--- config.mk ---
export PLATFORM = sky130hd
export DESIGN_NAME = ahz_ctrl
export DESIGN_NICKNAME = d
export VERILOG_FILES = /design/src/ahz_pkg.sv /design/src/ahz_edge_if.sv /design/src/ahz_ctrl.sv /design/src/ahz_edge_det.sv
export SDC_FILE = /design/constraint.sdc
export NUM_CORES = 1
export LEC_CHECK = 0
export BUFFER_PORTS_ARGS = -buffer_cell sky130_fd_sc_hd__buf_4
export CAP_MARGIN = 20
export CORE_MARGIN = 2
export CORE_UTILIZATION = 35
export DETAILED_ROUTE_END_ITERATION = 6
export GPL_ROUTABILITY_DRIVEN = 0
export PLACE_DENSITY_LB_ADDON = 0.1
export SLEW_MARGIN = 15
export SYNTH_ARGS = -nofsm -noshare
export SYNTH_HDL_FRONTEND = slang
export SYNTH_HIERARCHICAL = 1
export SYNTH_SLANG_ARGS = --single-unit
--- constraint.sdc ---
create_clock -name mclk -period 1.1 [get_ports mclk]
set_clock_uncertainty 0.15 [all_clocks]
set_input_delay 0.165 -clock mclk [delete_from_list [all_inputs] [get_ports mclk]]
set_output_delay 0.165 -clock mclk [all_outputs]
set_load 0.005 [all_outputs]
--- src/ahz_pkg.sv ---
package ahz_pkg;
   // Mode configuration values written by software
   localparam logic [15:0] AHZ_MODE_FREE_REL = 16'h0004; // Release at any request level
   localparam logic [15:0] AHZ_MODE_QUAL_REL = 16'h0014; // Release only while request low
   localparam int AHZ_QUAL_BIT = 4; // Bit that selects level-qualified release
   localparam logic [7:0] AHZ_ENABLE_VAL = 8'h01; // Write enable / arm / stop value
   localparam logic [15:0] AHZ_MODE_RST = 16'h0000; // Mode after reset
   localparam int AHZ_PWM_W = 6; // Motor outputs (three phases, two legs)

   // Latch state
   typedef enum logic [0:0] {
      AHZ_DRIVE = 1'b0, // Normal PWM drive
      AHZ_HIZ = 1'b1 // Outputs released to high impedance
   } ahz_state_t;
endpackage : ahz_pkg
--- src/ahz_edge_if.sv ---
`timescale 1ns/10ps
`default_nettype none
// Carries the request edge and level from detector to latch
interface ahz_edge_if;
   logic rise; // One-cycle pulse on request rising edge
   logic level; // Registered request level
   modport det (output rise, output level);
   modport use_side (input rise, input level);
endinterface : ahz_edge_if
`default_nettype wire

--- src/ahz_ctrl.sv ---
`timescale 1ns/10ps
`default_nettype none
// Function
// - Request forces motor outputs Hi-Z autonomously
// - Mode 0x0004: rising edge enters, stop anytime
// - Mode 0x0014: rising edge enters, stop if inactive
// - Qualified mode ignores stop while request active
// - Writing 0x01 to stop trigger releases
// - Write enable 0x01 allows mode changes
// - Start trigger enable 0x01 arms activation
module ahz_ctrl (
   input wire logic mclk,
   input wire logic srst,
   input wire logic hiz_req, // Hi-Z request from interconnect
   input wire logic [ahz_pkg::AHZ_PWM_W-1:0] pwm_in, // Timer PWM drive
   input wire logic mode_wr, // Strobe: write hiz_mode_config
   input wire logic [15:0] mode_wdata, // Mode value to write
   input wire logic we_wr, // Strobe: write write-enable register
   input wire logic [7:0] we_wdata,
   input wire logic start_wr, // Strobe: write start trigger enable
   input wire logic [7:0] start_wdata,
   input wire logic stop_wr, // Strobe: write stop trigger register
   input wire logic [7:0] stop_wdata,
   output logic [ahz_pkg::AHZ_PWM_W-1:0] pwm_out, // Pin output level
   output logic [ahz_pkg::AHZ_PWM_W-1:0] pwm_oe, // High while pins driven
   output logic hiz_active, // Hi-Z state status
   output logic [15:0] hiz_mode_config, // Current mode readback
   output logic hiz_write_enable, // Write enable readback
   output logic hiz_start_armed // Start trigger readback
);
   import ahz_pkg::*;

   ////////////////////////////////////////////////////////////////////////
   // Mode decode, shared by the release check and assertions
   function automatic logic qual_mode(input logic [15:0] m);
      return m[AHZ_QUAL_BIT];
   endfunction : qual_mode

   typedef struct packed {
      ahz_state_t state; // Drive or Hi-Z
      logic [15:0] mode; // Mode configuration
      logic wen; // Configuration write enable
      logic arm; // Start trigger enabled
      logic [AHZ_PWM_W-1:0] pout; // Registered pin level
      logic [AHZ_PWM_W-1:0] poe; // Registered pin enable
   } ahz_ctrl_st_t;

   ahz_ctrl_st_t st_q;
   ahz_ctrl_st_t st_d;
   ahz_edge_if edge_b ();
   logic stop_req; // Software stop request this cycle
   logic stop_ok; // Stop allowed by release mode

   ////////////////////////////////////////////////////////////////////////
   // Request edge detector
   // Edge is taken from the gated request only, so the source select is the
   // interconnect's job; this block sees one request wire and nothing else
   ahz_edge_det i_ahz_edge_det (
      .mclk(mclk),
      .srst(srst),
      .req_in(hiz_req), // Gated by interconnect source enable
      .edge_o(edge_b)
   );

   assign stop_req = stop_wr && (stop_wdata == AHZ_ENABLE_VAL);
   // Qualified mode needs an inactive request; free mode always allows
   // Raw request, not the registered level: a stop is refused while the
   // pin is still high, even if the edge register has not caught up yet
   assign stop_ok = stop_req && !(qual_mode(st_q.mode) && hiz_req);

   ////////////////////////////////////////////////////////////////////////
   // Next state
   always_comb begin
      st_d = st_q;
      // Mode only changes while write enable is set; enable and arm writes always land
      if (we_wr) begin
         st_d.wen = (we_wdata == AHZ_ENABLE_VAL);
      end
      if (mode_wr && st_q.wen) begin
         st_d.mode = mode_wdata;
      end
      if (start_wr) begin
         st_d.arm = (start_wdata == AHZ_ENABLE_VAL);
      end
      case (st_q.state)
         AHZ_DRIVE: begin
            // Armed edge wins; no CPU step involved
            if (edge_b.rise && st_q.arm) begin
               st_d.state = AHZ_HIZ;
            end
         end
         AHZ_HIZ: begin
            // Later edges are ignored; only a permitted stop leaves
            if (stop_ok) begin
               st_d.state = AHZ_DRIVE;
            end
         end
         default: begin
            st_d.state = AHZ_DRIVE;
         end
      endcase
      // Pins follow the next state so outputs stay flop-driven
      st_d.pout = (st_d.state == AHZ_HIZ) ? '0 : pwm_in;
      st_d.poe = (st_d.state == AHZ_HIZ) ? '0 : '1;
   end

   // State register
   always_ff @(posedge mclk) begin
      if (srst) begin
         st_q.state <= AHZ_DRIVE;
         st_q.mode <= AHZ_MODE_RST;
         st_q.wen <= 1'b0;
         st_q.arm <= 1'b0;
         st_q.pout <= '0;
         st_q.poe <= '1;
      end else begin
         st_q <= st_d;
      end
   end

   assign pwm_out = st_q.pout;
   assign pwm_oe = st_q.poe;
   assign hiz_active = (st_q.state == AHZ_HIZ);
   assign hiz_mode_config = st_q.mode;
   assign hiz_write_enable = st_q.wen;
   assign hiz_start_armed = st_q.arm;

   ////////////////////////////////////////////////////////////////////////
   // Checks
   property p_enter;
      @(posedge mclk) disable iff (srst)
      (hiz_req && !$past(hiz_req) && hiz_start_armed && !hiz_active) |=> ##1 hiz_active;
   endproperty
   a_enter: assert property (p_enter) else $error("armed rising edge did not enter Hi-Z");

   property p_oe_off;
      @(posedge mclk) disable iff (srst)
      hiz_active |-> (pwm_oe == '0);
   endproperty
   a_oe_off: assert property (p_oe_off) else $error("pins driven in Hi-Z");

   property p_free_rel;
      @(posedge mclk) disable iff (srst)
      (hiz_active && !qual_mode(hiz_mode_config) && stop_wr && stop_wdata == 8'h01)
         |=> !hiz_active;
   endproperty
   a_free_rel: assert property (p_free_rel) else $error("free release failed");

   property p_qual_rel;
      @(posedge mclk) disable iff (srst)
      (hiz_active && qual_mode(hiz_mode_config) && !hiz_req && stop_wr && stop_wdata == 8'h01)
         |=> !hiz_active;
   endproperty
   a_qual_rel: assert property (p_qual_rel) else $error("qualified release failed");

   property p_qual_hold;
      @(posedge mclk) disable iff (srst)
      (hiz_active && qual_mode(hiz_mode_config) && hiz_req) |=> hiz_active;
   endproperty
   a_qual_hold: assert property (p_qual_hold) else $error("stop taken while active");

   property p_no_stop;
      @(posedge mclk) disable iff (srst)
      (hiz_active && !(stop_wr && stop_wdata == 8'h01)) |=> hiz_active;
   endproperty
   a_no_stop: assert property (p_no_stop) else $error("Hi-Z left without stop");

   property p_wen;
      @(posedge mclk) disable iff (srst)
      (!hiz_write_enable && !we_wr) |=> $stable(hiz_mode_config);
   endproperty
   a_wen: assert property (p_wen) else $error("mode changed without write enable");

   property p_unarmed;
      @(posedge mclk) disable iff (srst)
      (!hiz_active && !hiz_start_armed && !start_wr) |=> !hiz_active;
   endproperty
   a_unarmed: assert property (p_unarmed) else $error("entered Hi-Z while unarmed");

   property p_drive;
      @(posedge mclk) disable iff (srst)
      !hiz_active |-> (pwm_oe == '1 && pwm_out == $past(pwm_in));
   endproperty
   a_drive: assert property (p_drive) else $error("PWM not passed in drive");

   // Write strobes land one cycle later, whatever the latch state; mode writes land only while write enable is set
   property p_wen_wr;
      @(posedge mclk) disable iff (srst)
      we_wr |=> (hiz_write_enable == ($past(we_wdata) == 8'h01));
   endproperty
   a_wen_wr: assert property (p_wen_wr) else $error("write enable not updated");

   property p_mode_wr;
      @(posedge mclk) disable iff (srst)
      (mode_wr && hiz_write_enable) |=> (hiz_mode_config == $past(mode_wdata));
   endproperty
   a_mode_wr: assert property (p_mode_wr) else $error("enabled mode write lost");

   property p_arm_wr;
      @(posedge mclk) disable iff (srst)
      start_wr |=> (hiz_start_armed == ($past(start_wdata) == 8'h01));
   endproperty
   a_arm_wr: assert property (p_arm_wr) else $error("start enable not updated");

   // Pins also read low, so nothing stale shows if the enable is ignored
   property p_pout_zero;
      @(posedge mclk) disable iff (srst)
      hiz_active |-> (pwm_out == '0);
   endproperty
   a_pout_zero: assert property (p_pout_zero) else $error("pin level not low in Hi-Z");

   // Edge pulse lasts one cycle, so a held request cannot re-enter
   property p_rise_once;
      @(posedge mclk) disable iff (srst)
      edge_b.rise |=> !edge_b.rise;
   endproperty
   a_rise_once: assert property (p_rise_once) else $error("edge pulse too long");

   // Main scenarios seen by the bench
   c_enter: cover property (@(posedge mclk) disable iff (srst) !hiz_active ##1 hiz_active);
   c_free: cover property (@(posedge mclk) disable iff (srst)
      hiz_active && !qual_mode(hiz_mode_config) ##1 !hiz_active);
   c_qual: cover property (@(posedge mclk) disable iff (srst)
      hiz_active && qual_mode(hiz_mode_config) && hiz_req && stop_wr ##1 hiz_active);
   c_qual_rel: cover property (@(posedge mclk) disable iff (srst)
      hiz_active && qual_mode(hiz_mode_config) && !hiz_req && stop_wr ##1 !hiz_active);
   c_locked: cover property (@(posedge mclk) disable iff (srst)
      mode_wr && !hiz_write_enable);
endmodule : ahz_ctrl
`default_nettype wire

--- src/ahz_edge_det.sv ---
`timescale 1ns/10ps
`default_nettype none
module ahz_edge_det (
   input wire logic mclk,
   input wire logic srst,
   input wire logic req_in,
   ahz_edge_if.det edge_o
);
   import ahz_pkg::*;

   typedef struct packed {
      logic lvl; // Request level, one cycle late
      logic rise; // Edge pulse
   } ahz_det_st_t;

   ahz_det_st_t st_q;
   ahz_det_st_t st_d;

   ////////////////////////////////////////////////////////////////////////
   // Next state: a rise is a low-to-high step of the sampled request
   always_comb begin
      st_d = st_q;
      st_d.lvl = req_in;
      st_d.rise = req_in & ~st_q.lvl;
   end

   // Register; level preset high so a request already high at release is no edge
   always_ff @(posedge mclk) begin
      if (srst) begin
         st_q.lvl <= 1'b1; // Preset high: no false rise after release
         st_q.rise <= 1'b0; // No pulse pending
      end else begin
         st_q <= st_d;
      end
   end

   assign edge_o.rise = st_q.rise;
   assign edge_o.level = st_q.lvl;
endmodule : ahz_edge_det
`default_nettype wire

==> out/metrics.csv, run 1 <==
metric;value;unit
final_hold_viol_count;2;
drive_above_1_share;73.2;%
hold_start;start_wdata[6];
drt-total-wl;3670;um
ys_types;20;
ctsRootBufferMaster;clkbuf_4;
rows;20;
portBuffers;83;
final_max_slew_viol_count;0;
end_kind;primary output;
syn_to_final_growth;125;%
met3_usage;4.11;%
clock.fmax;819;MHz
grt_pass1_wl;4930;um
cp.arrival;0.91;ns
firstDrtPassIters;4;
crit_top_cell;buf_6;
violations;negative hold slack, negative setup slack;
fin_util;81.9;%
syn-cell-area;1100;um^2
place_hpwl;2120;um
synth-seq-cells;28;
setup_viol;43;
vias;1239;
worst_skew_pair.late_latency;0.33;ns
critPathRequiredTime;0.78;ns
overflow;0;
ctsHtreeMaxLevel;1;
nets;282;
worst_setup_path_start_kind;flip-flop;
r2r_slack;-0.12;ns
tritoncts;built;
regToRegStartpoint;hiz_write_enable$_SDFFE_PP0P_;
fp.dieArea;3620;um^2
die_height;60.2;um
leakage;1.10;nW
wire_per_inst;13.5;um
drtIter0Drc;19;
path_class;reg2out;
setup_ws;-0.120;ns
rsz0062_at_grt;true;
grt_pass1_vias;1238;
syn_avg_cell_area;9.51;um^2
final_antenna_net_count;0;
peakVddDrop;614;uV
cts_made_buffers;3;
timing.rr.end;hiz_mode_config[10]$_SDFFE_PP0P_;
hp-class;in2reg;
finalCriticalPeriod;1.22;ns
cpPeakStageDelay;0.36;ns
grt_max_degree;29;
setup_tns;-2.75;ns
status;complete, but fails checks;
holdWs;-0.0607;ns
hold_depth;4;
ios;84;
hold_end;hiz_start_armed$_SDFFE_PP0P_;
use_met2;34.3;%
syn-instance-count;116;
n_antenna_cell;0;
cts.sinks;28;
grt_antenna_before_repair;0;
fin_crit_sh;111;%
syn_nets;169;
grt-busiest-layer;met2;
core-area;3030;um^2
path_cells;buf_6 -> buf_6;
grt_usage;17.7;%
powerDensity;752;nW/um^2
crit_slowest_cell;dfxtp_2;
avgViaCountPerCell;4.56;
r2r_cells;5;
synth_warnings;6;
drv_cap;0;
nFillCells;179;
relSlewSlack;72.2;%
cp_max_fo;2;
drc;0;
path_clk_slew;0.16;ns
tightest_slew;0.417;ns
cts.path.max_buffers;2;
seq_area_frac_synth;50.8;%
dieWidth;60.2;um
cts_hold_buf;25;
global_route.usage.met1;18.7;%
start_util;36.4;%
-- power breakdown --
part	leakage, nW	switching (mW)	internal, mW
registers	0.238	0.00641	1.02
clock network	0.0210	0.313	0.202
logic	0.841	0.102	0.218
total	1.10	0.422	1.45
-- cells in the final DEF, fill, tap and decap left out, types with 2 or more instances in the layout --
master / count
a21oi_2: 15
buf_4: 58
nor3b_2: 7
dlygate4sd3_1: 25
nand3_1: 2
buf_12: 2
nor4_1: 2
a21oi_1: 3
buf_6: 33
nand2b_1: 2
clkbuf_4: 3
dfxtp_4: 2
nor4b_4: 2
dfxtp_2: 20
nand2_4: 13
nand2_2: 4
nand2_1: 17
dfxtp_1: 6
nor4b_1: 2
-- kinds of logic (layout without fill, tap and decap cells) --
logic type	Yosys count	in the layout	share of synthesized area [%]
flip-flops	28	28	50.8
buffers and inverters	11	123	5.78
AO/OA/AOI/OAI	22	22	12.6
AND/OR/NAND/NOR	55	55	30.8
-- cell usage after synthesis (all sizes together) --
master | n | area share, %
a211o | 1 | 0.79
or2 | 1 | 0.57
a211oi | 1 | 0.68
nand3 | 2 | 0.91
a21oi | 19 | 8.6
nor4 | 2 | 1.1
buf | 9 | 5.1
nor3b | 7 | 7.9
nor2b | 1 | 0.57
nand2 | 34 | 12
dfxtp | 28 | 51
a41oi | 1 | 2.5
nor4b | 4 | 5.9
nand2b | 2 | 1.1
clkbuf | 2 | 0.68
and2 | 1 | 0.57
and3 | 1 | 0.57
-- through the flow --
step	power [mW]	instances	setup WS (ns)	area, um^2
after CTS	1.83	270	-0.116	2280
after floorplan	1.10	116	-0.0149	1130
final	1.87	272	-0.120	2480
after global placement	1.27	239	-0.154	1820
after detailed placement	1.28	239	-0.202	1820
after global routing	1.94	272	-0.165	2480
-- worst max-delay path by stage --
stage	from	endpoint	slack, ns
2_1_floorplan	stop_wdata[3]	pwm_out[0]$_SDFF_PP0_	-0.01
3_3_place_gp	stop_wdata[3]	pwm_out[2]$_SDFF_PP0_	-0.15
3_5_place_dp	stop_wdata[3]	pwm_out[1]$_SDFF_PP0_	-0.20
4_1_cts	hiz_mode_config[4]$_SDFFE_PP0P_	hiz_mode_config[4]	-0.12
5_1_grt	hiz_mode_config[4]$_SDFFE_PP0P_	hiz_mode_config[4]	-0.16
6_report	hiz_mode_config[4]$_SDFFE_PP0P_	hiz_mode_config[4]	-0.12
-- registers in the layout (all words and copies together) (netlist names) --
register,cells
i_ahz_edge_det/edge_o.rise,1
hiz_start_armed,1
pwm_oe,1
pwm_out,6
hiz_mode_config,16
hiz_write_enable,1
hiz_active,1
i_ahz_edge_det/edge_o.level,1
-- cell type report --
type	count	area (um^2)	area share [%]
clock buffer	4	36.3	1.46
multi-input combinational	77	674	27.2
sequential	28	593	23.9
tap	44	55.1	2.22
timing repair buffer	119	1120	45.2
-- worst max-delay path: cells and delay by family, from the launching register on --
family | cells | cell delay (ns)
flops | 1 | 0.36
buf+inv | 2 | 0.21
-- timing repair --
| action | CTS | global route |
|---|---|---|
| pin swaps | 2 | 26 |
| endpoints found under the setup margin | 35 | 55 |
| buffers inserted | 2 | 1 |
| gates cloned | 0 | 1 |
| resized for setup | 56 | 46 |
| hold endpoints to repair | 26 | 2 |
-- routing by layer --
layer	up-vias	wire, um
met3	2	189
met5	-	0
met4	0	25
li1	615	-
met2	45	2100
met1	577	1360
No activity file was read; power rests on OpenSTA's default activity.
==> run 2, diff against run 1 <==
- MAX_ROUTING_LAYER: unset -> met4
- PLACE_DENSITY_LB_ADDON: 0.1 -> 0.15
==> run 2 against run 1 <==
  * The run still ends with negative hold slack, negative setup slack left
  * Total power up 8.2%
  * Hold slack better by 0.013 ns
  * Die area unchanged
  * Maximum frequency up 0.43%
  * Combinational power down 3%
  * Flip-flop and latch count unchanged
  * Critical endpoint unchanged
  * Largest cell class unchanged
  * Largest power group unchanged
  * Highest routed layer unchanged
==> out/metrics.csv, run 2 (synthesis results as in run 1) <==
metric;value;unit;change
drt-total-wl;3750;um;was 3670 um
drc;0;;unchanged
path_class;reg2out;;unchanged
vias;1257;;was 1239
final_common_cell;buf_4;;unchanged
nets;284;;was 282
largest_reg_flops;16;;unchanged
violations;negative hold slack, negative setup slack;;unchanged
status;complete, but fails checks;;unchanged
setup_viol;44;;was 43
avgViaCountPerCell;4.59;;was 4.56
critPathRequiredTime;0.78;ns;about the same
drv_cap;0;;unchanged
cts.path.max_buffers;2;;unchanged
dieWidth;60.2;um;unchanged
grt_usage;19.9;%;was 17.7%
rows;20;;unchanged
worst_skew_pair.late_latency;0.32;ns;was 0.33 ns
cts.sinks;28;;unchanged
hp-class;in2reg;;unchanged
grt_pass1_wl;5110;um;was 4930 um
grt_max_degree;29;;unchanged
ios;84;;unchanged
cts_hold_buf;25;;unchanged
portBuffers;83;;unchanged
wire_per_inst;13.7;um;was 13.5 um
relSlewSlack;73.3;%;was 72.2%
design_area;2440;um^2;was 2480 um^2
syn_to_final_growth;121;%;was 125%
worst_setup_path_start_kind;flip-flop;;unchanged
global_route.usage.met1;18.0;%;was 18.7%
fin_crit_sh;110;%;was 111%
p_total;2.02;mW;was 1.87 mW
start_util;36.4;%;unchanged
ctsHtreeMaxLevel;1;;unchanged
final_max_slew_viol_count;0;;unchanged
place_hpwl;2230;um;was 2120 um
ctsRootBufferMaster;clkbuf_4;;unchanged
powerDensity;827;nW/um^2;was 752 nW/um^2
place_inst;239;;unchanged
rsz0062_at_grt;true;;unchanged
final_cells;274;;was 272
n_antenna_cell;0;;unchanged
use_met2;40.1;%;was 34.3%
final_hold_viol_count;2;;unchanged
mostFrequentLayoutCells;61 x buf_4, 32 x buf_6, 25 x dlygate4sd3_1;;was 58 x buf_4, 33 x buf_6, 25 x dlygate4sd3_1
grt_pass1_vias;1187;;was 1238
die_height;60.2;um;unchanged
met3_usage;3.68;%;was 4.11%
cts_made_buffers;3;;unchanged
grt_antenna_before_repair;0;;unchanged
setup_ws;-0.115;ns;was -0.120 ns
cp_max_fo;2;;unchanged
fp.dieArea;3620;um^2;unchanged
peakVddDrop;551;uV;was 614 uV
holdWs;-0.0479;ns;was -0.0607 ns
finalCriticalPeriod;1.22;ns;about the same
leakage;1.01;nW;was 1.10 nW
drtIter0Drc;12;;was 19
core-area;3030;um^2;unchanged
end_kind;primary output;;unchanged
grt-busiest-layer;met2;;unchanged
place_area;1820;um^2;unchanged
final_antenna_net_count;0;;unchanged
cp.arrival;0.90;ns;was 0.91 ns
tightest_slew;0.400;ns;was 0.417 ns
firstDrtPassIters;4;;unchanged
drive_above_1_share;73.9;%;was 73.2%
tritoncts;built;;unchanged
path_clk_slew;0.15;ns;was 0.16 ns
clock.fmax;823;MHz;was 819 MHz
overflow;0;;unchanged
## run 2: cell types whose count changed in the layout (fill, tap and decap cells not counted), sizes merged
cell,previous run,this run
buf,93,94
bufinv,0,1
clkbuf,5,4
and2,1,2
## run 2: what timing repair did
action	in CTS	in global routing
buffers inserted	2	3
endpoints found under the hold margin	26	2
gates resized for setup	51	41
endpoints found under the setup margin	36	55
pin swaps	0	16
cloned	0	2
## run 2: routing by layer
| metal | routed length [um] | vias up |
|---|---|---|
| met5 | 0 | - |
| met4 | 15 | 0 |
| met3 | 131 | 2 |
| met2 | 2210 | 38 |
| met1 | 1390 | 602 |
| li1 | - | 615 |
## run 2: critical path: stages (launching register included)
cell and delay [ns]:
dfxtp_2 0.36, buf_6 0.11, buf_6 0.10
## run 2: final timing paths
path | startpoint | endpoint | slack, ns | cells after the start
max | hiz_mode_config[4]$_SDFFE_PP0P_ | hiz_mode_config[4] | -0.12 | 2
min | we_wdata[4] | hiz_write_enable$_SDFFE_PP0P_ | -0.05 | 4
max reg2reg | hiz_active$_SDFF_PP0_ | pwm_out[2]$_SDFF_PP0_ | -0.10 | 3
min reg2reg | i_ahz_edge_det/edge_o.level$_SDFF_PP1_ | i_ahz_edge_det/edge_o.rise$_SDFF_PP0_ | 0.29 | 1
## run 2: final cells by class
cell class                      count  area [um^2]
Sequential cell                    28          594
Multi-Input combinational cell     78          626
Clock inverter                      1         30.0
Clock buffer                        3         22.5
Fill cell                         196          587
Tap cell                           44         55.1
Timing Repair Buffer              120         1110
## run 2: stage by stage
step                      hold slack (ns)  utilization [%]  setup TNS [ns]  setup slack, ns
final                             -0.0479             80.6           -1.73           -0.115
after global routing              -0.0723             80.6           -4.13           -0.161
after CTS                         -0.0605             75.1           -2.19           -0.126
after detailed placement            0.236             60.0           -1.42           -0.229
after global placement              0.225             60.0           -1.05           -0.150
after floorplan                    0.0857                -         -0.0916          -0.0149
## run 2: report_power, final
group	internal, mW	switching (mW)	leakage [nW]	total, mW
sequential	1.02	0.00607	0.238	1.03
combinational	0.218	0.0943	0.743	0.312
clock	0.369	0.308	0.0279	0.677
total	1.61	0.409	1.01	2.02
==> run 3, diff against run 2 <==
- CELL_PAD_IN_SITES_DETAIL_PLACEMENT: unset -> 1
- CELL_PAD_IN_SITES_GLOBAL_PLACEMENT: unset -> 1
- CORE_UTILIZATION: 35 -> 24
==> run 3 against run 2 <==
  * The flow still finishes with violations (negative hold slack, negative setup slack)
  * Clock power is 19% lower
  * Die area is 43% higher
  * Combinational power is 4% lower
  * Hold slack better by 0.041 ns
  * Register-to-register slack hardly changed
  * Sequential share of layout area is 0.94 points higher
  * Global-route usage is 3.9 points lower
  * Highest routed layer unchanged
  * Largest power group unchanged
  * Critical path depth is 1 higher
  * Cell count is 0.73% higher
  * Setup slack better by 0.011 ns
  * Total power is 7.1% lower
  * Flip-flop and latch count stayed put
==> out/metrics.csv, run 3 (synthesis results as in run 1) <==
metric;value;unit;change
n_antenna_cell;0;;unchanged
drv_cap;0;;unchanged
die_height;71.8;um;was 60.2 um
tightest_slew;0.405;ns;was 0.400 ns
violations;negative hold slack, negative setup slack;;unchanged
rows;24;;was 20
leakage;0.983;nW;was 1.01 nW
cts.path.max_buffers;2;;unchanged
final_common_cell;buf_4;;unchanged
drive_above_1_share;62.1;%;was 73.9%
cp_num_buf_inv;0;;was 2
ctsHtreeMaxLevel;1;;unchanged
tritoncts;built;;unchanged
place_inst;248;;was 239
wire_per_inst;14.9;um;was 13.7 um
holdWs;-0.00672;ns;was -0.0479 ns
overflow;0;;unchanged
ios;84;;unchanged
hp-class;in2reg;;unchanged
regToRegStartpoint;hiz_active$_SDFF_PP0_;;unchanged
final_hold_viol_count;1;;was 2
setup_ws;-0.104;ns;was -0.115 ns
worst_setup_path_start_kind;flip-flop;;unchanged
final_max_slew_viol_count;0;;unchanged
cpPeakStageDelay;0.37;ns;was 0.36 ns
setup_tns;-0.849;ns;was -1.73 ns
crit_slowest_cell;a41oi_4;;was dfxtp_2
clock.fmax;831;MHz;was 823 MHz
end_kind;flip-flop;;was primary output
setup_viol;13;;was 44
drtIter0Drc;40;;was 12
grt_pass1_wl;6270;um;was 5110 um
relSlewSlack;73.0;%;was 73.3%
largest_reg_flops;16;;unchanged
cp_top_family;compound AO/OA/AOI/OAI gates;;was flip-flops
cp.arrival;1.19;ns;was 0.90 ns
path_cells;nor2b_4 -> a41oi_4 -> nor3b_2;;was buf_6 -> buf_6
rsz0062_at_grt;true;;unchanged
dieWidth;71.8;um;was 60.2 um
status;complete, but fails checks;;unchanged
crit_path_start;hiz_active$_SDFF_PP0_;;was hiz_mode_config[4]$_SDFFE_PP0P_
drt-total-wl;4110;um;was 3750 um
start_util;25.2;%;was 36.4%
portBuffers;83;;unchanged
fp.dieArea;5160;um^2;was 3620 um^2
grt_antenna_before_repair;0;;unchanged
syn_to_final_growth;106;%;was 121%
vias;1240;;was 1257
core-area;4380;um^2;was 3030 um^2
place_area;1830;um^2;was 1820 um^2
grt_usage;15.9;%;was 19.9%
drc;0;;unchanged
grt_pass1_vias;1329;;was 1187
final_antenna_net_count;0;;unchanged
fin_util;51.9;%;was 80.6%
path_clk_slew;0.08;ns;was 0.15 ns
hold_start;pwm_in[3];;was we_wdata[4]
mostFrequentLayoutCells;78 x buf_4, 26 x nand2_1, 22 x dlygate4sd3_1;;was 61 x buf_4, 32 x buf_6, 25 x dlygate4sd3_1
grt_max_degree;29;;unchanged
cts.sinks;28;;unchanged
p_total;1.88;mW;was 2.02 mW
place_hpwl;2760;um;was 2230 um
nets;279;;was 284
critPathRequiredTime;1.09;ns;was 0.78 ns
firstDrtPassIters;2;;was 4
path_class;reg2reg;;was reg2out
ctsRootBufferMaster;clkbuf_8;;was clkbuf_4
final_cells;276;;was 274
cp_max_fo;6;;was 2
finalCriticalPeriod;1.20;ns;was 1.22 ns
fin_crit_sh;109;%;was 110%
peakVddDrop;483;uV;was 551 uV
avgViaCountPerCell;4.49;;was 4.59
post-place-ws;-0.228;ns;was -0.229 ns
cts_made_buffers;3;;unchanged
design_area;2280;um^2;was 2440 um^2
powerDensity;824;nW/um^2;was 827 nW/um^2
worst_skew_pair.late_latency;0.27;ns;was 0.32 ns
-- run 3: metal layers --
layer,track usage (%),wire length [um]
met5,-,0
met4,3.14,38
met1,16.3,1430
met3,3.94,246
met2,30.6,2390
-- run 3: area by class of cell --
| type | instances | area [um^2] |
|---|---|---|
| fill | 498 | 2110 |
| timing repair buffer | 116 | 1020 |
| multi-input combinational | 77 | 577 |
| sequential | 28 | 576 |
| tap | 52 | 65.1 |
| clock buffer | 3 | 41.3 |
-- run 3: repair_timing --
item / CTS / global route
gates resized for setup: 10 / 34
hold buffers: 19 / 3
buffers inserted: 1 / 1
endpoints found under the setup margin: 29 / 29
cloned: 0 / 1
hold endpoints to repair: 19 / 3
pin swaps: 2 / 14
-- run 3: path summary, 6_finish.rpt --
kind,end,slack [ns],cells after the start
hold reg to reg,i_ahz_edge_det/edge_o.rise$_SDFF_PP0_,0.26,1
setup / recovery,pwm_out[1]$_SDFF_PP0_,-0.10,3
setup reg to reg,pwm_out[1]$_SDFF_PP0_,-0.10,3
hold / removal,pwm_out[3]$_SDFF_PP0_,-0.007,2
-- run 3: power breakdown --
| group | total (mW) | switching, mW | internal, mW |
|---|---|---|---|
| Clock | 0.547 | 0.301 | 0.245 |
| Sequential | 1.03 | 0.00536 | 1.03 |
| Combinational | 0.298 | 0.0916 | 0.207 |
| Total | 1.88 | 0.398 | 1.48 |
